===== src/verilog/ummd_defs.vh =====
// address map, target codes and field positions for the memory map decoder
`ifndef UMMD_DEFS_VH
`define UMMD_DEFS_VH

`define UMMD_AW 24
`define UMMD_DW 16
// target codes
`define UMMD_T_NONE 4'h0
`define UMMD_T_FLASH 4'h1
`define UMMD_T_PROGRAM_SRAM 4'h2
`define UMMD_T_EMULATED_PROGRAM_SRAM 4'h3
`define UMMD_T_DATA_SRAM 4'h4
`define UMMD_T_DUAL_PORT_RAM 4'h5
`define UMMD_T_SREG 4'h6
`define UMMD_T_EREG 4'h7
`define UMMD_T_XREG 4'h8
`define UMMD_T_EXT 4'h9
`define UMMD_T_LPB 4'ha
`define UMMD_T_FIREG 4'hb
`define UMMD_T_RSVD 4'hc
// region bounds
`define UMMD_FIREG_LO 24'hffff00
`define UMMD_RSV_TOP_LO 24'hf00000
`define UMMD_EMULATED_PROGRAM_SRAM_LO 24'he80000
`define UMMD_EMULATED_PROGRAM_SRAM_HI 24'he8ffff
`define UMMD_PROGRAM_SRAM_LO 24'he00000
`define UMMD_PROGRAM_SRAM_HI 24'he0ffff
`define UMMD_FLASH_LO 24'hc00000
`define UMMD_FLASH_HI 24'hd0ffff
`define UMMD_FRES_LO 24'hc0f000
`define UMMD_FRES_HI 24'hc0ffff
`define UMMD_EXT_HI_LO 24'h400000
`define UMMD_EXT_HI_HI 24'hbfffff
`define UMMD_XIO_LO 24'h210000
`define UMMD_XIO_HI 24'h3fffff
`define UMMD_LPB0_LO 24'h200000
`define UMMD_LPB0_HI 24'h203fff
`define UMMD_LPB1_LO 24'h207000
`define UMMD_LPB1_HI 24'h20afff
`define UMMD_EXT_MID_LO 24'h010000
`define UMMD_EXT_MID_HI 24'h1fffff
`define UMMD_SREG_LO 24'h00fe00
`define UMMD_DUAL_PORT_RAM_LO 24'h00f600
`define UMMD_DPBIT_LO 24'h00fd00
`define UMMD_DUAL_PORT_RAM_HI 24'h00fdff
`define UMMD_EREG_LO 24'h00f000
`define UMMD_EREG_HI 24'h00f1ff
`define UMMD_XREG_LO 24'h00e000
`define UMMD_XREG_HI 24'h00efff
`define UMMD_DATA_SRAM_LO 24'h008000
`define UMMD_DATA_SRAM_HI 24'h00dfff
// segment and page fields
`define UMMD_SEG_MSB 23
`define UMMD_SEG_LSB 16
`define UMMD_PAGE_MSB 15
`define UMMD_PAGE_LSB 14
// flash fields: 128-bit line, 4-Kbyte sector, 128-byte program block
`define UMMD_LINE_LSB 4
`define UMMD_SECT_LSB 12
`define UMMD_BLK_MSB 11
`define UMMD_BLK_LSB 7
`define UMMD_NMOD 5
// password write addresses in the flash interface space
`define UMMD_PW_LO_ADDR 24'hffff00
`define UMMD_PW_HI_ADDR 24'hffff02

`endif


===== src/verilog/ummd_decoder.v =====
// unified memory map decoder: routes code fetches and data transfers
`timescale 1ns/1ps
`include "ummd_defs.vh"

// Summary of operation
// - all resources share one linear 24-bit address space and decoder
// - address splits into 256 segments of 64 Kbytes, four 16-Kbyte pages
// - byte and word accesses allowed at every address
// - reserved regions become external bus accesses when the bus exists
// - data memories and both register spaces sit in segment 0
// - every code fetch goes through the program fetch manager
// - every data transfer goes through the data transfer manager
// - both managers share a two-way system bus for cross traffic
// - top 256 dual-port RAM bytes and register-bank locations are bit addressable
// - register bank gives 16 word registers or 16 byte halves
// - two 512-byte register spaces, all registers word wide
// - program SRAM section of programmable size is write protected
// - flash is one 64-Kbyte plus four 256-Kbyte modules of 4-Kbyte sectors
// - sectors erase and program separately, programming in 128-byte blocks
// - sectors grouped in clusters per protection bit, still erased singly
// - top sector of first flash segment reserved, never user storage
// - flash read protection, unlocked temporarily by software password sequence
// - each flash module reads 128-bit lines, modules work in parallel
// - error correction applied to every flash read
// - pipeline optimizations disabled inside the external I/O area
module ummd_decoder (
	input wire clk,
	input wire srst,
	input wire ext_bus_pin,
	input wire f_req,
	input wire [23:0] f_addr,
	input wire d_req,
	input wire [23:0] d_addr,
	input wire d_write,
	input wire d_byte,
	input wire d_erase,
	input wire d_bit_op,
	input wire d_use_gpr,
	input wire [3:0] d_gpr_num,
	input wire [23:0] gpr_ctx_base,
	input wire [15:0] d_wdata,
	input wire [15:0] mem_rdata,
	input wire [15:0] program_sram_wp_size,
	input wire [79:0] flash_wp_bits,
	input wire flash_read_prot,
	input wire [31:0] flash_password,
	input wire flash_relock,
	output reg f_valid,
	output reg [3:0] f_target,
	output reg f_via_sysbus,
	output reg f_fault,
	output reg [4:0] f_flash_mod,
	output reg [19:0] f_line_addr,
	output reg d_valid,
	output reg d_stall,
	output reg [3:0] d_target,
	output reg d_via_sysbus,
	output reg d_fault,
	output reg [23:0] d_eff_addr,
	output reg [7:0] d_segment,
	output reg [1:0] d_page,
	output reg [1:0] d_byte_en,
	output reg [7:0] d_reg_word,
	output reg d_bit_ok,
	output reg d_io_nopipe,
	output reg [15:0] d_rdata,
	output reg [4:0] d_flash_mod,
	output reg flash_ecc_en,
	output reg flash_prog,
	output reg flash_erase,
	output reg [5:0] flash_sector,
	output reg [4:0] flash_block,
	output reg [15:0] flash_wdata,
	output reg flash_unlocked
);

	// password sequence states
	localparam PW_IDLE = 3'b001;
	localparam PW_HALF = 3'b010;
	localparam PW_OPEN = 3'b100;

	reg ext_sync1_r;
	reg ext_sync2_r;
	reg [2:0] pw_state_r;
	reg [2:0] pw_state_nxt;
	wire [23:0] d_a;
	wire [3:0] f_reg;
	wire [3:0] d_reg;
	wire [4:0] f_mod;
	wire [4:0] d_mod;
	wire f_flash;
	wire d_flash;
	wire mod_clash;
	wire f_reserved;
	wire d_reserved;
	wire d_sect_rsvd;
	wire f_sect_rsvd;
	wire program_sram_wp_hit;
	wire [5:0] d_sect;
	wire [6:0] wp_index;
	wire cluster_locked;
	wire read_blocked_f;
	wire read_blocked_d;
	wire d_flash_wr;
	wire d_bitable;
	wire [4:0] gpr_off;

	// one region code for the whole linear space
	// single shared map
	function [3:0] region;
		input [23:0] a;
		begin
			if (a >= `UMMD_FIREG_LO)
				region = `UMMD_T_FIREG;
			else if (a >= `UMMD_RSV_TOP_LO)
				region = `UMMD_T_RSVD;
			else if (a >= `UMMD_EMULATED_PROGRAM_SRAM_LO && a <= `UMMD_EMULATED_PROGRAM_SRAM_HI)
				region = `UMMD_T_EMULATED_PROGRAM_SRAM;
			else if (a >= `UMMD_PROGRAM_SRAM_LO && a <= `UMMD_PROGRAM_SRAM_HI)
				region = `UMMD_T_PROGRAM_SRAM;
			else if (a >= `UMMD_FLASH_LO && a <= `UMMD_FLASH_HI)
				region = `UMMD_T_FLASH;
			else if (a >= `UMMD_EXT_HI_LO && a <= `UMMD_EXT_HI_HI)
				region = `UMMD_T_EXT;
			else if (a >= `UMMD_XIO_LO && a <= `UMMD_XIO_HI)
				region = `UMMD_T_EXT;
			else if (a >= `UMMD_LPB0_LO && a <= `UMMD_LPB0_HI)
				region = `UMMD_T_LPB;
			else if (a >= `UMMD_LPB1_LO && a <= `UMMD_LPB1_HI)
				region = `UMMD_T_LPB;
			else if (a >= `UMMD_EXT_MID_LO && a <= `UMMD_EXT_MID_HI)
				region = `UMMD_T_EXT;
			else if (a >= `UMMD_SREG_LO && a <= 24'h00ffff)
				region = `UMMD_T_SREG;
			else if (a >= `UMMD_DUAL_PORT_RAM_LO && a <= `UMMD_DUAL_PORT_RAM_HI)
				region = `UMMD_T_DUAL_PORT_RAM;
			else if (a >= `UMMD_EREG_LO && a <= `UMMD_EREG_HI)
				region = `UMMD_T_EREG;
			else if (a >= `UMMD_XREG_LO && a <= `UMMD_XREG_HI)
				region = `UMMD_T_XREG;
			else if (a >= `UMMD_DATA_SRAM_LO && a <= `UMMD_DATA_SRAM_HI)
				region = `UMMD_T_DATA_SRAM;
			else if (a < `UMMD_DATA_SRAM_LO)
				region = `UMMD_T_EXT;
			else
				region = `UMMD_T_RSVD;
		end
	endfunction

	// one-hot flash module; module 4 is only its lowest 64 Kbytes
	// module split
	function [4:0] flash_mod;
		input [23:0] a;
		begin
			flash_mod = 5'h00;
			if (a >= `UMMD_FLASH_LO && a <= `UMMD_FLASH_HI)
			begin
				case (a[20:18])
					3'h0: flash_mod = 5'h01;
					3'h1: flash_mod = 5'h02;
					3'h2: flash_mod = 5'h04;
					3'h3: flash_mod = 5'h08;
					default: flash_mod = 5'h10;
				endcase
			end
		end
	endfunction

	// external bus strap comes from a pin
	always @(posedge clk)
	begin
		if (srst)
		begin
			ext_sync1_r <= 1'b0;
			ext_sync2_r <= 1'b0;
		end
		else
		begin
			ext_sync1_r <= ext_bus_pin;
			ext_sync2_r <= ext_sync1_r;
		end
	end

	// register-bank accesses: word n at base+2n, byte halves at base+n
	// bank addressing
	assign gpr_off = d_byte ? {1'b0, d_gpr_num} : {d_gpr_num, 1'b0};
	assign d_a = d_use_gpr ? (gpr_ctx_base + {19'h00000, gpr_off}) : d_addr;

	assign f_reg = region(f_addr);
	assign d_reg = region(d_a);
	assign f_mod = flash_mod(f_addr);
	assign d_mod = flash_mod(d_a);
	assign f_flash = (f_reg == `UMMD_T_FLASH);
	assign d_flash = (d_reg == `UMMD_T_FLASH);
	assign f_reserved = (f_reg == `UMMD_T_RSVD);
	assign d_reserved = (d_reg == `UMMD_T_RSVD);

	assign f_sect_rsvd = (f_addr >= `UMMD_FRES_LO && f_addr <= `UMMD_FRES_HI);
	assign d_sect_rsvd = (d_a >= `UMMD_FRES_LO && d_a <= `UMMD_FRES_HI);

	// same-module fetch and data collide; different modules run together
	assign mod_clash = f_req && d_req && ((f_mod & d_mod) != 5'h00);

	// sector within module: 64 sectors per 256-Kbyte module, 16 in module 4
	// per-sector index
	assign d_sect = d_a[17:12];
	// four sectors share one protection bit, 16 bits per 256-Kbyte module, 4 in module 4
	assign wp_index = {d_a[20:18], d_sect[5:2]} + {3'h0, 4'h0};
	assign cluster_locked = flash_wp_bits[wp_index] && !pw_state_r[2];
	assign d_flash_wr = d_flash && d_write;

	// protected program SRAM section from its base upward
	assign program_sram_wp_hit = (d_reg == `UMMD_T_PROGRAM_SRAM) && d_write &&
		(d_a[15:0] < program_sram_wp_size);

	// reads blocked while read-protected and not unlocked
	assign read_blocked_f = f_flash && flash_read_prot && !pw_state_r[2];
	assign read_blocked_d = d_flash && !d_write && flash_read_prot && !pw_state_r[2];

	// bit addressable: upper dual-port bytes, register spaces, bank cells
	assign d_bitable = (d_a >= `UMMD_DPBIT_LO && d_a <= `UMMD_DUAL_PORT_RAM_HI) ||
		(d_reg == `UMMD_T_SREG) || (d_reg == `UMMD_T_EREG) ||
		(d_use_gpr && d_reg == `UMMD_T_DUAL_PORT_RAM);

	// password sequence: low half then high half, any other write restarts
	// temporary unlock
	always @*
	begin
		pw_state_nxt = pw_state_r;
		case (pw_state_r)
			PW_IDLE:
			begin
				if (d_req && d_write && !d_byte && d_a == `UMMD_PW_LO_ADDR &&
					d_wdata == flash_password[15:0])
					pw_state_nxt = PW_HALF;
			end
			PW_HALF:
			begin
				if (d_req && d_write)
				begin
					if (!d_byte && d_a == `UMMD_PW_HI_ADDR &&
						d_wdata == flash_password[31:16])
						pw_state_nxt = PW_OPEN;
					else
						pw_state_nxt = PW_IDLE;
				end
			end
			PW_OPEN:
				pw_state_nxt = PW_OPEN;
			default:
				pw_state_nxt = PW_IDLE;
		endcase
		// relock wins, since unlocking is meant to be short-lived
		if (flash_relock)
			pw_state_nxt = PW_IDLE;
	end

	always @(posedge clk)
	begin
		if (srst)
			pw_state_r <= PW_IDLE;
		else
			pw_state_r <= pw_state_nxt;
	end

	// fetch side answer one cycle after the request
	always @(posedge clk)
	begin
		if (srst)
		begin
			f_valid <= 1'b0;
			f_target <= `UMMD_T_NONE;
			f_via_sysbus <= 1'b0;
			f_fault <= 1'b0;
			f_flash_mod <= 5'h00;
			f_line_addr <= 20'h00000;
		end
		else
		begin
			f_valid <= f_req;
			// fetch manager owns flash and program SRAM
			f_target <= !f_req ? `UMMD_T_NONE :
				(f_reserved && ext_sync2_r) ? `UMMD_T_EXT : f_reg;
			// fetches outside program memory cross the system bus, except reserved ones with no external bus
			f_via_sysbus <= f_req && !f_flash && f_reg != `UMMD_T_PROGRAM_SRAM &&
				f_reg != `UMMD_T_EMULATED_PROGRAM_SRAM && !(f_reserved && !ext_sync2_r);
			f_fault <= f_req && (f_sect_rsvd || read_blocked_f);
			f_flash_mod <= f_req ? f_mod : 5'h00;
			// one 128-bit line per flash read
			f_line_addr <= f_addr[23:`UMMD_LINE_LSB];
		end
	end

	// data side answer one cycle after the request
	always @(posedge clk)
	begin
		if (srst)
		begin
			d_valid <= 1'b0;
			d_stall <= 1'b0;
			d_target <= `UMMD_T_NONE;
			d_via_sysbus <= 1'b0;
			d_fault <= 1'b0;
			d_eff_addr <= 24'h000000;
			d_segment <= 8'h00;
			d_page <= 2'h0;
			d_byte_en <= 2'h0;
			d_reg_word <= 8'h00;
			d_bit_ok <= 1'b0;
			d_io_nopipe <= 1'b0;
			d_rdata <= 16'h0000;
			d_flash_mod <= 5'h00;
		end
		else
		begin
			// data loses a same-module clash; fetches keep the pipe fed
			d_stall <= mod_clash;
			d_valid <= d_req && !mod_clash;
			// reserved goes external when the bus exists
			if (d_req && d_reserved && ext_sync2_r)
				d_target <= `UMMD_T_EXT;
			// everything else is steered by the data manager
			else
				d_target <= d_req ? d_reg : `UMMD_T_NONE;
			// program memory and external traffic use the system bus
			d_via_sysbus <= d_req && (d_flash || d_reg == `UMMD_T_PROGRAM_SRAM ||
				d_reg == `UMMD_T_EMULATED_PROGRAM_SRAM || d_reg == `UMMD_T_EXT ||
				d_reg == `UMMD_T_LPB || (d_reserved && ext_sync2_r));
			d_fault <= d_req && (program_sram_wp_hit || d_sect_rsvd || read_blocked_d ||
				(d_flash_wr && cluster_locked) || (d_bit_op && !d_bitable));
			d_eff_addr <= d_a;
			d_segment <= d_a[`UMMD_SEG_MSB:`UMMD_SEG_LSB];
			d_page <= d_a[`UMMD_PAGE_MSB:`UMMD_PAGE_LSB];
			// byte lane from address bit 0, word uses both
			if (!d_req)
				d_byte_en <= 2'h0;
			else if (d_byte)
				d_byte_en <= d_a[0] ? 2'h2 : 2'h1;
			else
				d_byte_en <= 2'h3;
			// register spaces hold 256 word registers each
			d_reg_word <= d_a[8:1];
			d_bit_ok <= d_req && d_bit_op && d_bitable;
			// no pipeline shortcuts in external I/O area
			d_io_nopipe <= d_req && d_a >= `UMMD_XIO_LO && d_a <= `UMMD_XIO_HI;
			// reserved read without external bus returns zero
			if (d_reserved && !ext_sync2_r)
				d_rdata <= 16'h0000;
			else if (read_blocked_d)
				d_rdata <= 16'h0000;
			else
				d_rdata <= mem_rdata;
			d_flash_mod <= d_req ? d_mod : 5'h00;
		end
	end

	// flash program and erase strobes, one cycle after the write
	always @(posedge clk)
	begin
		if (srst)
		begin
			flash_ecc_en <= 1'b0;
			flash_prog <= 1'b0;
			flash_erase <= 1'b0;
			flash_sector <= 6'h00;
			flash_block <= 5'h00;
			flash_wdata <= 16'h0000;
			flash_unlocked <= 1'b0;
		end
		else
		begin
			flash_ecc_en <= (f_req && f_flash) || (d_req && !mod_clash && d_flash &&
				!d_write);
			// 128-byte program block or whole-sector erase
			flash_prog <= d_req && !mod_clash && d_flash_wr && !d_erase &&
				!cluster_locked && !d_sect_rsvd;
			// erase still names a single sector
			flash_erase <= d_req && !mod_clash && d_flash_wr && d_erase &&
				!cluster_locked && !d_sect_rsvd;
			flash_sector <= d_sect;
			flash_block <= d_a[`UMMD_BLK_MSB:`UMMD_BLK_LSB];
			flash_wdata <= d_wdata;
			flash_unlocked <= pw_state_nxt[2];
		end
	end

endmodule // ummd_decoder


===== config.mk =====
export PLATFORM = sky130hd
export DESIGN_NAME = ummd_decoder
export DESIGN_NICKNAME = d
export VERILOG_FILES = /design/src/verilog/ummd_decoder.v
export VERILOG_INCLUDE_DIRS = /design/src /design/src/verilog
export SDC_FILE = /design/constraint.sdc
export NUM_CORES = 1
export LEC_CHECK = 0
export BUFFER_PORTS_ARGS = -buffer_cell sky130_fd_sc_hd__buf_2
export CAP_MARGIN = 20
export CORE_AREA = 10 10 177 113
export CTS_CLUSTER_DIAMETER = 40
export DETAILED_ROUTE_END_ITERATION = 10
export DIE_AREA = 0 0 187 123
export PLACE_DENSITY = 0.79
export SYNTH_ARGS = -nofsm -noshare
export SYNTH_HDL_FRONTEND = slang
export SYNTH_SLANG_ARGS = --single-unit

===== constraint.sdc =====
create_clock -name clk -period 10.5 [get_ports clk]
set_clock_uncertainty 0.1 [all_clocks]
set_input_delay 0.525 -clock clk [delete_from_list [all_inputs] [get_ports clk]]
set_output_delay 0.525 -clock clk [all_outputs]
set_load 0.01 [all_outputs]

Yosys cells after proc, flatten, opt, wreduce, memory -nomap -nowiden
Cells that the tools add are included.
- register bits: 142
- input bits: 248
- output and inout bits: 138
- word-level logic and storage cells: 290
- add/sub/neg operators: 1
- order comparisons: 65
- equality and inequality tests: 28
- muxes and demuxes: 49
- bitwise gates (word level): 3
- reductions and logical operators: 112
- operator list (cell ; number):
    greater-or-equal comparator 24 bit (second input constant) ; 12
    greater-or-equal comparator 24 x 16 -> 1 bit (second input constant) ; 11
    <= comparator 24 x 16 -> 1 bit (second input constant) ; 10
    <= comparator 24 bit (second input constant) ; 10
    greater-or-equal comparator 24 x 22 -> 1 bit (second input constant) ; 6
    <= comparator 24 x 22 -> 1 bit (second input constant) ; 6
    2-to-1 mux 4 bit ; 33
    logical AND 1 bit ; 77
    equality test 24 bit (second input constant) ; 2
    greater-or-equal comparator 24 x 17 -> 1 bit (second input constant) ; 2
    greater-or-equal comparator 24 x 23 -> 1 bit (second input constant) ; 2
    <= comparator 24 x 21 -> 1 bit (second input constant) ; 2
    less-than comparator 24 x 16 -> 1 bit (second input constant) ; 2
    case mux 5 bit (4 select lines) ; 2
    equality test 16 bit ; 2
    adder 24 x 5 -> 24 bit ; 1
    2-to-1 mux 24 bit ; 1
    equality test 4 bit (second input constant) ; 4
    less-than comparator 16 bit ; 1
    equality test 3 x 2 -> 1 bit (second input constant) ; 5
    2-to-1 mux 3 bit ; 5
    2-to-1 mux 5 bit ; 3
    logical OR 1 bit ; 14
    equality test 4 x 3 -> 1 bit (second input constant) ; 3
    other kinds (19) ; 42

Logic depth before layout (Yosys ltp)
Gate-level depths: netlist (run 1).
- depth in word-level cells: 28
- mapped depth: 23
- gate-level depth less buffers: 21

Worst setup path before layout (run 1)
No wires, ideal clock.
- path type: input to register
- start point: in d_byte
- end point: reg d_rdata[10]
- setup time: 0.115 ns
- arrival: 4.357 ns
- required time: 10.285 ns
- path slack: 5.928 ns
- stages: 17
- buffers on the path: 2
- cell sequence: clkbuf_1 > and2_1 > ha_1 > inv_1 > fa_1 > and2b_1 > o2111a_2 > o211ai_1 > or4b_4 > a211oi_4 > nand3_1 > a221oi_2 > nand2_1 > nor4_4 > a31oi_4 > buf_6 > and2_1
- word-level cells in the longest chain between the ends: 25
- elaborated cells between the ends (all ways): 68
- classes of those cells: 1 x add/sub; 29 x order compare; 2 x eq/ne; 18 x mux; 18 x reduce/logical
- ends and longest elaborated chain (item ; RTL line ; source):
    start, declared ; ummd_decoder.v:35 ; input wire d_byte,
    2-to-1 mux 5 bit (*) ; ummd_decoder.v:186 ; assign gpr_off = d_byte ? {1'b0, d_gpr_num} : {d_gpr_num, 1'b0};
    adder 24 x 5 -> 24 bit (*) ; ummd_decoder.v:187 ; assign d_a = d_use_gpr ? (gpr_ctx_base + {19'h00000, gpr_off}) : d_addr;
    2-to-1 mux 24 bit (*) ; ummd_decoder.v:187 ;
    less-than comparator 24 x 16 -> 1 bit (no line), or another cell as far along ; -- ;
    2-to-1 mux 3 bit or logical AND 1 bit (tied branches) ; -- ;
    2-to-1 mux 4 bit ; ummd_decoder.v:141 ; else if (a >= `UMMD_DATA_SRAM_LO && a <= `UMMD_DATA_SRAM_HI)
    2-to-1 mux 4 bit ; ummd_decoder.v:139 ; else if (a >= `UMMD_XREG_LO && a <= `UMMD_XREG_HI)
    2-to-1 mux 4 bit ; ummd_decoder.v:137 ; else if (a >= `UMMD_EREG_LO && a <= `UMMD_EREG_HI)
    [7 not listed] ; -- ;
    2-to-1 mux 4 bit ; ummd_decoder.v:121 ; else if (a >= `UMMD_FLASH_LO && a <= `UMMD_FLASH_HI)
    2-to-1 mux 4 bit ; ummd_decoder.v:119 ; else if (a >= `UMMD_PROGRAM_SRAM_LO && a <= `UMMD_PROGRAM_SRAM_HI)
    2-to-1 mux 4 bit ; ummd_decoder.v:117 ; else if (a >= `UMMD_EMULATED_PROGRAM_SRAM_LO && a <= `UMMD_EMULATED_PROGRAM_SRAM_HI)
    2-to-1 mux 4 bit ; ummd_decoder.v:115 ; else if (a >= `UMMD_RSV_TOP_LO)
    2-to-1 mux 4 bit (*) ; ummd_decoder.v:113 ; if (a >= `UMMD_FIREG_LO)
    equality test 4 x 1 -> 1 bit (no line) ; -- ;
    logical AND 1 bit (3 in a row) ; ummd_decoder.v:218 ; assign read_blocked_d = d_flash && !d_write && flash_read_prot && !pw_state_r[2];
    OR reduction 3 bit (no line) (*) ; -- ;
    end signal, assigned ; ummd_decoder.v:352 ; d_rdata <= mem_rdata;
    end, declared ; ummd_decoder.v:66 ; output reg [15:0] d_rdata,
Every way passes the cells marked *; elsewhere a longest branch is shown, timed or not.
A chain may end at the register's enable or synchronous reset.

Worst setup path after layout (run 1)
- start point: in d_byte
- end point: reg d_fault
- word-level cells in the longest chain between the ends: 28
- elaborated cells between the ends (all ways): 93
- classes of those cells: 1 x add/sub; 33 x order compare; 5 x eq/ne; 20 x mux; 34 x reduce/logical
- ends and longest elaborated chain (item ; RTL line ; source):
    2-to-1 mux 5 bit (*) ; ummd_decoder.v:186 ;
    adder 24 x 5 -> 24 bit (*) ; ummd_decoder.v:187 ;
    2-to-1 mux 24 bit (*) ; ummd_decoder.v:187 ;
    named net d_a[9] ; ummd_decoder.v:86 ; wire [23:0] d_a;
    less-than comparator 24 x 16 -> 1 bit (no line), or another cell as far along ; -- ;
    2-to-1 mux 3 bit or logical AND 1 bit (tied branches) ; -- ;
    2-to-1 mux 4 bit ; ummd_decoder.v:141 ;
    2-to-1 mux 4 bit ; ummd_decoder.v:139 ;
    [12 not listed] ; -- ;
    2-to-1 mux 4 bit ; ummd_decoder.v:113 ;
    equality test 4 x 2 -> 1 bit (no line), or another cell as far along ; -- ;
    logical AND 1 bit, or another cell as far along (2 in a row) ; ummd_decoder.v:213 ; assign program_sram_wp_hit = (d_reg == `UMMD_T_PROGRAM_SRAM) && d_write &&
    logical OR 1 bit, or another cell as far along ; ummd_decoder.v:329 ; d_fault <= d_req && (program_sram_wp_hit || d_sect_rsvd || read_blocked_d ||
    logical OR 1 bit or zero test 1 bit (tied branches) ; ummd_decoder.v:329, ummd_decoder.v:330 ;
    logical OR 1 bit or logical AND 1 bit (tied branches) ; ummd_decoder.v:329, ummd_decoder.v:330 ;
    logical OR 1 bit (*) ; ummd_decoder.v:330 ; (d_flash_wr && cluster_locked) || (d_bit_op && !d_bitable));
    logical AND 1 bit (*) ; ummd_decoder.v:329 ;
    end signal, assigned ; ummd_decoder.v:329 ;
    end, declared ; ummd_decoder.v:58 ; output reg d_fault,
Mark *: on every way through the listed nets, which the timed path passes. The rest lies on a longest branch. The select of a mux whose other input is x is not followed.

==> results of run 1 <==
==> state kept, by name, summed over array words and instances, names as in the netlist, 2 cells and up <==
name	count
d_rdata	16
pw_state_r	3
flash_wdata	16
d_eff_addr	24
d_target	4
d_flash_mod	5
f_target	4
f_flash_mod	5
f_line_addr	20
d_byte_en	2
==> kinds of logic after synthesis <==
logic type,synth area share (%)
flops,30.6
compound gates,17.8
buf+inv,8.22
mux,5.26
simple gates,29.5
fa+ha+maj,3.65
xor+xnor,4.97
==> area by class of cell <==
cell class	instances	area, um2
clock buffer	17	425
inverter	46	173
clock inverter	15	191
timing repair buffer	389	1970
tap	234	293
antenna	1	2.50
fill	1543	6900
multi-input combinational	676	4550
sequential	113	2260
==> routing by layer <==
layer  track usage (%)  share of wire (%)
met1              30.6                 41
met2              39.6                 46
met3              9.98                 11
met4              4.91                1.4
met5                 0              0.082
==> critical path: cells and delay by family <==
kind / cells / cell delay, ns
simple gates: 2 / 0.22
compound gates: 12 / 3.80
buf+inv: 2 / 0.30
mux: 1 / 0.36
fa+ha+maj: 2 / 0.63
==> final timing paths <==
kind,startpoint,to,cells past startpoint
max,d_byte,d_fault,19
min reg2reg,ext_sync1_r,ext_sync2_r,1
min,d_erase,flash_prog,2
max reg2reg,pw_state_r[2],d_fault,6
==> power by group through the flow <==
stage	Sequential (W)	Clock, W	Combinational (W)
6_report	0.000459	0.000610	0.000321
5_1_grt	0.000461	0.000639	0.000350
2_1_floorplan	0.000480	0	0.000177
4_1_cts	0.000459	0.000621	0.000317
3_3_place_gp	0.000468	0	0.000309
3_5_place_dp	0.000468	0	0.000316
==> cell usage after synthesis, types with 6 or more instances <==
cell / n
nand3_1: 35
or4_1: 9
inv_1: 46
nor4_1: 11
clkbuf_1: 31
nand2b_1: 15
a2111oi_0: 6
o31ai_1: 6
dfxtp_1: 113
o21a_1: 6
ha_1: 20
or3_1: 10
xnor2_1: 22
a211oi_1: 8
o211ai_1: 8
o21ai_0: 20
a31oi_1: 12
nor2b_1: 49
nand3b_1: 8
nor2_1: 65
and3_1: 9
a221oi_1: 7
nor3_1: 36
buf_4: 32
or2_2: 7
and2_1: 26
mux2i_1: 31
nand2_1: 78
buf_2: 12
xor2_1: 20
a21oi_1: 38
a21o_1: 8
nand4_1: 20
==> layout by cell type (no fill, tap or decap), types with 10 or more instances in the layout <==
cell type,Yosys,routed
a21oi_1,38,38
a31oi_1,12,11
and2_1,26,26
buf_2,12,381
clkbuf_16,0,17
dfxtp_1,113,113
ha_1,20,20
inv_1,46,46
mux2i_1,31,31
nand2_1,78,78
nand2b_1,15,15
nand3_1,35,35
nand4_1,20,20
nor2_1,65,65
nor2b_1,49,49
nor3_1,36,35
nor4_1,11,11
o21ai_0,20,20
or3_1,10,10
xnor2_1,22,22
xor2_1,20,20
==> stage by stage <==
stage / util, % / cell area [um2] / power (W) / std cells
floorplan: - / 7400 / 0.000657 / 913
detailed placement: 55.2 / 9240 / 0.000784 / 1458
CTS: 58.8 / 9860 / 0.00140 / 1490
global route: 58.9 / 9860 / 0.00145 / 1491
global placement: 55.2 / 9240 / 0.000776 / 1458
finish: 58.9 / 9860 / 0.00139 / 1491
==> results.sh, run 1 <==
export IMPL_cp_required_ns=10.73
export IMPL_dieArea_um2=23000
export IMPL_clkPwrFrac_pct=43.9
export IMPL_syn_inst=913
export IMPL_crit_type="in2reg"
export IMPL_slew_headroom_pct=31.9
export IMPL_clk_latency_ns=0.40
export IMPL_h_tree_depth=4
export IMPL_num_vias=8275
export IMPL_grt_util_all_layers_pct=24.6
export IMPL_hold_viol=0
export IMPL_finalSetupTns_ns=0
export IMPL_core_area_um2=16800
export IMPL_setup_ws_ns=4.87
export IMPL_synthArstFlopShare_pct=0
export IMPL_worst_setup_path_end_kind="flip-flop"
export IMPL_ir_drop_mv=0.0892
export IMPL_finalMaxSlewViolations=0
export IMPL_first_global_vias=7953
export IMPL_max_slew_worst_pin_slew_ns=1.02
export IMPL_io_buffers=381
export IMPL_sequentialPowerShare_pct=33.0
export IMPL_ctsResizeCount=0
export IMPL_antenna_found_initial=3
export IMPL_syn_area_um2=7400
export IMPL_clockBufferDepth=2
export IMPL_syn_nets=1182
export IMPL_drv_cap=0
export IMPL_areaGrowthSynthToFinish_pct=33.3
export IMPL_detail_route_antenna_nets=0
export IMPL_ys_ff_latch=113
export IMPL_worstPathArrival_ns=5.86
export IMPL_place_congestion=0.988
export IMPL_cts_root_buf="clkbuf_16"
export IMPL_cp_slowest_cell="o21a_1"
export IMPL_drt_first_pass_iters=5
export IMPL_synth_largest_area_cell="dfxtp_1"
export IMPL_whs_ns=0.195
export IMPL_synth_top_area_share_pct=30.6
export IMPL_dp_hpwl_um=25200
export IMPL_wirelength_um=30600
export IMPL_drc=0
export IMPL_avgSynthCellArea_um2=8.10
export IMPL_clock_sinks=113
export IMPL_die_x_um=187
export IMPL_overflow=0
export IMPL_p_int_w=0.000964
export IMPL_power_frac_comb_pct=23.1
export IMPL_cp_start_kind="primary input"
export IMPL_fmax_ghz=0.178
export IMPL_status="completed"
export IMPL_p_sw_share_pct=30.6
export IMPL_critPathMaxStageDelay_ns=0.72
export IMPL_drt_iter0_markers=729
export IMPL_fp_row_count=37
export IMPL_synth_edf_count=0
export IMPL_cts_reportedPaths_clkPinSlew_ns=0.06
export IMPL_period_needed_ns=5.63
export IMPL_synth_warnings=0
export IMPL_synth_area_top_cells="dfxtp_1, mux2i_1, nor2b_1"
export IMPL_p_leak_nw=4.80
export IMPL_grt_pass1_wl_um=45200
export IMPL_drive_above_1_share_pct=36.5
export IMPL_power_density_nw_per_um2=141
export IMPL_dpl_worst_slack_ns=4.67
export IMPL_cts_hold_buf=0
export IMPL_wl_per_cell_um=20.5
export IMPL_die_h_um=123
export IMPL_final_nets=1512
export IMPL_rrSetupSlack_ns=8.68
export IMPL_post_cts_buffers=0
export IMPL_path_max_fanout=21
export IMPL_grt_max_degree=68
export IMPL_ys_flop_type="dfxtp_1"
export IMPL_initial_core_util_pct=44.1
export IMPL_yosys_cell_types_count=84
export IMPL_boundaryPins=386
export IMPL_rsz0062_at_grt="no"
export IMPL_ys_seq_area_share_pct=30.6
export IMPL_post_route_period_util_pct=53.6
export IMPL_numCtsBuffers=17
export IMPL_path_cells="buf_2 > mux2_2 > ha_1 > a211oi_1 > o21a_1 > o311ai_0 > a21oi_1 > inv_1 > ha_1 > a21o_1 > a21o_1 > a21oi_1 > nor2b_1 > o21ai_0 > a21oi_1 > a2111oi_0 > a31oi_1 > nand3b_1 > o2bb2ai_1"
export IMPL_routed_via_density=5.55
export IMPL_finalSetupViolCount=0
export IMPL_cts_tree="yes"
export IMPL_power_switching_w=0.000426
export IMPL_cp_common_cell="a21oi_1"
export IMPL_hp_class="in2reg"
No activity file was read; power rests on OpenSTA's default activity.
==> run 2, diff against run 1 <==
Settings changed: CORE_AREA 10 10 177 113 to 10 10 183 116, DIE_AREA 0 0 187 123 to 0 0 193 126, PLACE_DENSITY 0.79 to 0.77.
Clock period 10.5 ns to 5 ns, I/O delays scaled along.
==> run 2 against run 1 <==
Final area increased by 4.8%. Combinational power increased by 130%. Critical path depth decreased by 3. Critical endpoint is now d_rdata[10]. Clock-buffer cell count unchanged. Global-route usage increased by 0.25 points. Highest routed layer is now met4.
==> results.sh, run 2 (synthesis gave the netlist of run 1 again) <==
export IMPL_h_tree_depth=4
export IMPL_drive_above_1_share_pct=36.9
export IMPL_cts_reportedPaths_clkPinSlew_ns=0.06
export IMPL_numCtsBuffers=17
export IMPL_num_vias=8454
export IMPL_post_route_period_util_pct=88.5
export IMPL_cts_root_buf="clkbuf_16"
export IMPL_multi_input_area_um2=4550
export IMPL_timing_rr_start="pw_state_r[2]"
export IMPL_top_regs="d_eff_addr x24, f_line_addr x20"
export IMPL_status="completed"
export IMPL_whs_ns=0.0109
export IMPL_wirelength_um=32300
export IMPL_initial_core_util_pct=41.5
export IMPL_detail_route_antenna_nets=0
export IMPL_final_common_cell="buf_2"
export IMPL_clock_sinks=113
export IMPL_worst_setup_path_end_kind="flip-flop"
export IMPL_drc=0
export IMPL_cts_hold_buf=29
export IMPL_finalSetupViolCount=0
export IMPL_fmax_ghz=0.226
export IMPL_hp_start="d_wdata[10]"
export IMPL_wl_per_cell_um=20.8
export IMPL_n_fill_cell=1657
export IMPL_worstPathArrival_ns=4.67
export IMPL_final_nets=1567
export IMPL_drt_first_pass_iters=5
export IMPL_max_slew_worst_pin_slew_ns=0.986
export IMPL_finalMaxSlewViolations=0
export IMPL_grt_util_all_layers_pct=24.8
export IMPL_areaGrowthSynthToFinish_pct=39.8
export IMPL_cp_start_kind="primary input"
export IMPL_clockBufferDepth=2
export IMPL_grt_pass1_wl_um=47700
export IMPL_drt_iter0_markers=803
export IMPL_ctsResizeCount=0
export IMPL_worstSetupStartpoint="d_byte"
export IMPL_hold_viol=0
export IMPL_cts_tree="yes"
export IMPL_path_max_fanout=16
export IMPL_clk_latency_ns=0.41
export IMPL_final_cell_mix="buf_2, dfxtp_1, nand2_1"
export IMPL_rsz0062_at_grt="no"
export IMPL_power_density_nw_per_um2=283
export IMPL_die_h_um=126
export IMPL_ir_drop_mv=0.207
export IMPL_top_register="d_eff_addr"
export IMPL_die_x_um=193
export IMPL_finalSetupTns_ns=0
export IMPL_io_buffers=381
export IMPL_antenna_found_initial=2
export IMPL_hp_class="in2reg"
export IMPL_dieArea_um2=24300
export IMPL_crit_type="in2reg"
export IMPL_overflow=0
export IMPL_routed_via_density=5.44
export IMPL_boundaryPins=386
export IMPL_core_area_um2=17800
export IMPL_period_needed_ns=4.43
export IMPL_dp_hpwl_um=26500
export IMPL_cp_required_ns=5.24
export IMPL_fp_row_count=38
export IMPL_largest_reg_flops=24
export IMPL_seq_area_um2=2260
export IMPL_first_global_vias=8309
export IMPL_p_leak_nw=5.04
export IMPL_drv_cap=0
export IMPL_place_congestion=0.942
export IMPL_post_cts_buffers=0
export IMPL_grt_max_degree=67
export IMPL_slew_headroom_pct=33.9
-- run 2: changes by cell type in the layout (fill, tap and decap cells not counted), sizes merged --
cell	before	now
diode	1	2
dlygate4sd3	0	29
clkinv	3	5
inv	55	53
buf	389	415
bufinv	3	2
clkinvlp	0	1
-- run 2: cell type report --
class                      count  area share [%]
clock buffer                  17            4.11
inverter                      46            1.67
timing repair buffer         444            23.7
tap                          240            2.90
antenna                        2          0.0484
sequential                   113            21.9
clock inverter                15            1.68
multi-input combinational    676            44.0
-- run 2: through the flow --
step           area, um2  setup slack [ns]  power [W]  util, %  cells
2_1_floorplan       7400             0.703    0.00138        -    913
3_3_place_gp        9450             0.383    0.00166     53.0   1490
3_5_place_dp        9450             0.278    0.00168     53.0   1490
4_1_cts            10300             0.671    0.00294     58.0   1551
5_1_grt            10300             0.301    0.00306     58.0   1553
6_report           10300             0.574    0.00293     58.0   1553
-- run 2: worst max-delay path, stage by stage --
cell and delay (ns):
buf_2 0.19, and2_1 0.17, ha_1 0.19, inv_1 0.06, fa_1 0.42, and2b_1 0.34
o2111a_2 0.32, o211ai_1 0.20, or4b_4 0.62, a211oi_4 0.33, buf_4 0.20, nand4_2 0.13
or3_1 0.44, and2_4 0.19, a31oi_4 0.38, and2_1 0.22
-- run 2: path summary, 6_finish.rpt --
| path | cells after the start | slack, ns | end |
|---|---|---|---|
| worst max-delay path | 16 | 0.57 | d_rdata[10] |
| worst min-delay path | 2 | 0.01 | flash_wdata[10] |
| worst min register to register | 1 | 0.37 | ext_sync2_r |
| worst max register to register | 6 | 3.11 | d_fault |
-- run 2: per-layer routing --
layer / share of wire [%] / GRT usage, %
met2: 45 / 38.8
met1: 41 / 31.9
met5: 0 / 0
met4: 0.85 / 4.82
met3: 13 / 9.45
-- run 2: power breakdown --
| group | switching (W) | total, W | leakage, nW | internal (W) |
|---|---|---|---|---|
| sequential | 0.0000162 | 0.000964 | 0.934 | 0.000948 |
| combinational | 0.000415 | 0.000724 | 3.81 | 0.000308 |
| clock | 0.000491 | 0.00124 | 0.293 | 0.000751 |
| total | 0.000922 | 0.00293 | 5.04 | 0.00201 |
==> run 3, diff against run 2 <==
Settings changed: PLACE_DENSITY 0.77 to 0.85, SETUP_SLACK_MARGIN set to 0.15.
==> run 3 against run 2 <==
Clock-buffer cell count stayed put. Non-clock buffer count stayed put. Total power is 3.3% higher. Hold slack better by 0.0085 ns. Clock power is 7% higher. Wire length is 1.1% higher. Highest routed layer unchanged.
==> results.sh, run 3 (synthesis gave the netlist of run 1 again) <==
export IMPL_status="completed"
export IMPL_worst_path_buf_inv=3
export IMPL_path_cells="buf_2 > mux2_2 > ha_1 > o211ai_1 > o21a_1 > o311ai_0 > a21oi_1 > inv_1 > ha_1 > a21o_1 > a21o_1 > a21oi_1 > nor2b_1 > o21ai_0 > a21oi_1 > a2111oi_0 > buf_4 > a31oi_1 > nand3b_1 > o2bb2ai_1"
export IMPL_die_x_um=193
export IMPL_areaGrowthSynthToFinish_pct=40.6
export IMPL_numCtsBuffers=17
export IMPL_detail_route_antenna_nets=0
export IMPL_antenna_found_initial=2
export IMPL_first_global_vias=8410
export IMPL_drt_first_pass_iters=8
export IMPL_grt_max_degree=68
export IMPL_cts_root_buf="clkbuf_16"
export IMPL_dieArea_um2=24300
export IMPL_wirelength_um=32700
export IMPL_hold_viol=0
export IMPL_drive_above_1_share_pct=36.8
export IMPL_fmax_ghz=0.221
export IMPL_rsz0062_at_grt="no"
export IMPL_cts_tree="yes"
export IMPL_clockBufferDepth=2
export IMPL_fin_util_pct=58.3
export IMPL_num_vias=8514
export IMPL_dpl_worst_slack_ns=0.249
export IMPL_worst_setup_path_end_kind="flip-flop"
export IMPL_power_density_nw_per_um2=291
export IMPL_power_total_w=0.00303
export IMPL_drc=0
export IMPL_hp_class="in2reg"
export IMPL_path_delay_family="compound AO/OA/AOI/OAI gates"
export IMPL_routed_via_density=5.48
export IMPL_drt_iter0_markers=874
export IMPL_setup_ws_ns=0.484
export IMPL_top_regs="d_eff_addr x24, f_line_addr x20"
export IMPL_finalSetupViolCount=0
export IMPL_critPathMaxStageDelay_ns=0.88
export IMPL_initial_core_util_pct=41.5
export IMPL_clock_sinks=113
export IMPL_crit_type="in2reg"
export IMPL_io_buffers=381
export IMPL_fp_row_count=38
export IMPL_cp_required_ns=5.24
export IMPL_boundaryPins=386
export IMPL_top_register="d_eff_addr"
export IMPL_ir_drop_mv=0.199
export IMPL_clk_latency_ns=0.40
export IMPL_h_tree_depth=4
export IMPL_largest_reg_flops=24
export IMPL_max_slew_worst_pin_slew_ns=1.01
export IMPL_finalMaxSlewViolations=0
export IMPL_final_nets=1567
export IMPL_cp_start_kind="primary input"
export IMPL_final_cell_mix="buf_2, dfxtp_1, nand2_1"
export IMPL_period_needed_ns=4.52
export IMPL_die_h_um=126
export IMPL_path_max_fanout=8
export IMPL_dp_hpwl_um=27000
export IMPL_worstPathArrival_ns=4.75
export IMPL_drv_cap=0
export IMPL_final_common_cell="buf_2"
export IMPL_p_leak_nw=5.06
export IMPL_wl_per_cell_um=21.0
export IMPL_grt_util_all_layers_pct=25.1
export IMPL_cts_reportedPaths_clkPinSlew_ns=0.06
export IMPL_finalSetupTns_ns=0
export IMPL_core_area_um2=17800
export IMPL_post_route_period_util_pct=90.3
export IMPL_cp_slowest_cell="o311ai_0"
export IMPL_cp_common_cell="a21oi_1"
export IMPL_slew_headroom_pct=31.5
export IMPL_place_congestion=0.985
export IMPL_grt_pass1_wl_um=48300
export IMPL_overflow=0
run 3: worst paths after layout:
| kind | from | end | slack [ns] | cells after the start |
|---|---|---|---|---|
| worst min-delay path | d_wdata[9] | flash_wdata[9] | 0.02 | 2 |
| worst min register to register | ext_sync1_r | ext_sync2_r | 0.38 | 1 |
| worst max register to register | pw_state_r[2] | d_fault | 3.24 | 6 |
| worst max-delay path | d_byte | d_fault | 0.48 | 20 |
run 3: layout make-up:
type / count / area [um2]
well taps: 240 / 300
inverters: 46 / 173
flip-flops and latches: 113 / 2260
fillers: 1619 / 7430
repair buffers: 444 / 2470
clock buffers: 17 / 425
diodes: 2 / 5.00
multi-input cells: 676 / 4550
clock inverters: 15 / 218
run 3: through the flow:
step / instance area [um2] / hold WS, ns / cells
4_1_cts: 10400 / 0.000397 / 1551
6_report: 10400 / 0.0194 / 1553
3_3_place_gp: 9440 / 0.320 / 1488
5_1_grt: 10400 / 0.0181 / 1553
3_5_place_dp: 9440 / 0.324 / 1488
2_1_floorplan: 7400 / 0.222 / 913
run 3: report_power, final:
| group | internal [W] | switching, W | total, W |
|---|---|---|---|
| registers | 0.000948 | 0.0000180 | 0.000967 |
| clock network | 0.000851 | 0.000481 | 0.00133 |
| logic | 0.000309 | 0.000418 | 0.000728 |
| total | 0.00211 | 0.000917 | 0.00303 |
run 3: worst reg2reg max path, stage by stage (launching register included):
cell and delay [ns]:
dfxtp_1 0.41, nor2_1 0.16, o41ai_1 0.10, a211oi_1 0.35
and4b_1 0.28, nand3b_1 0.16, o2bb2ai_1 0.14
run 3: metal layers:
metal	GRT usage, %	up-vias	part of all wire, %
met2	40.2	551	46
met4	5.86	0	1.2
met1	31.8	3908	41
li1	-	4021	-
met5	0	-	0
met3	8.52	34	12
run 3: timing repair:
action	CTS	global route
resized for setup	0	0
endpoints found under the setup margin	0	0
hold endpoints to repair	32	0
buffers inserted	0	0
hold buffers	31	0
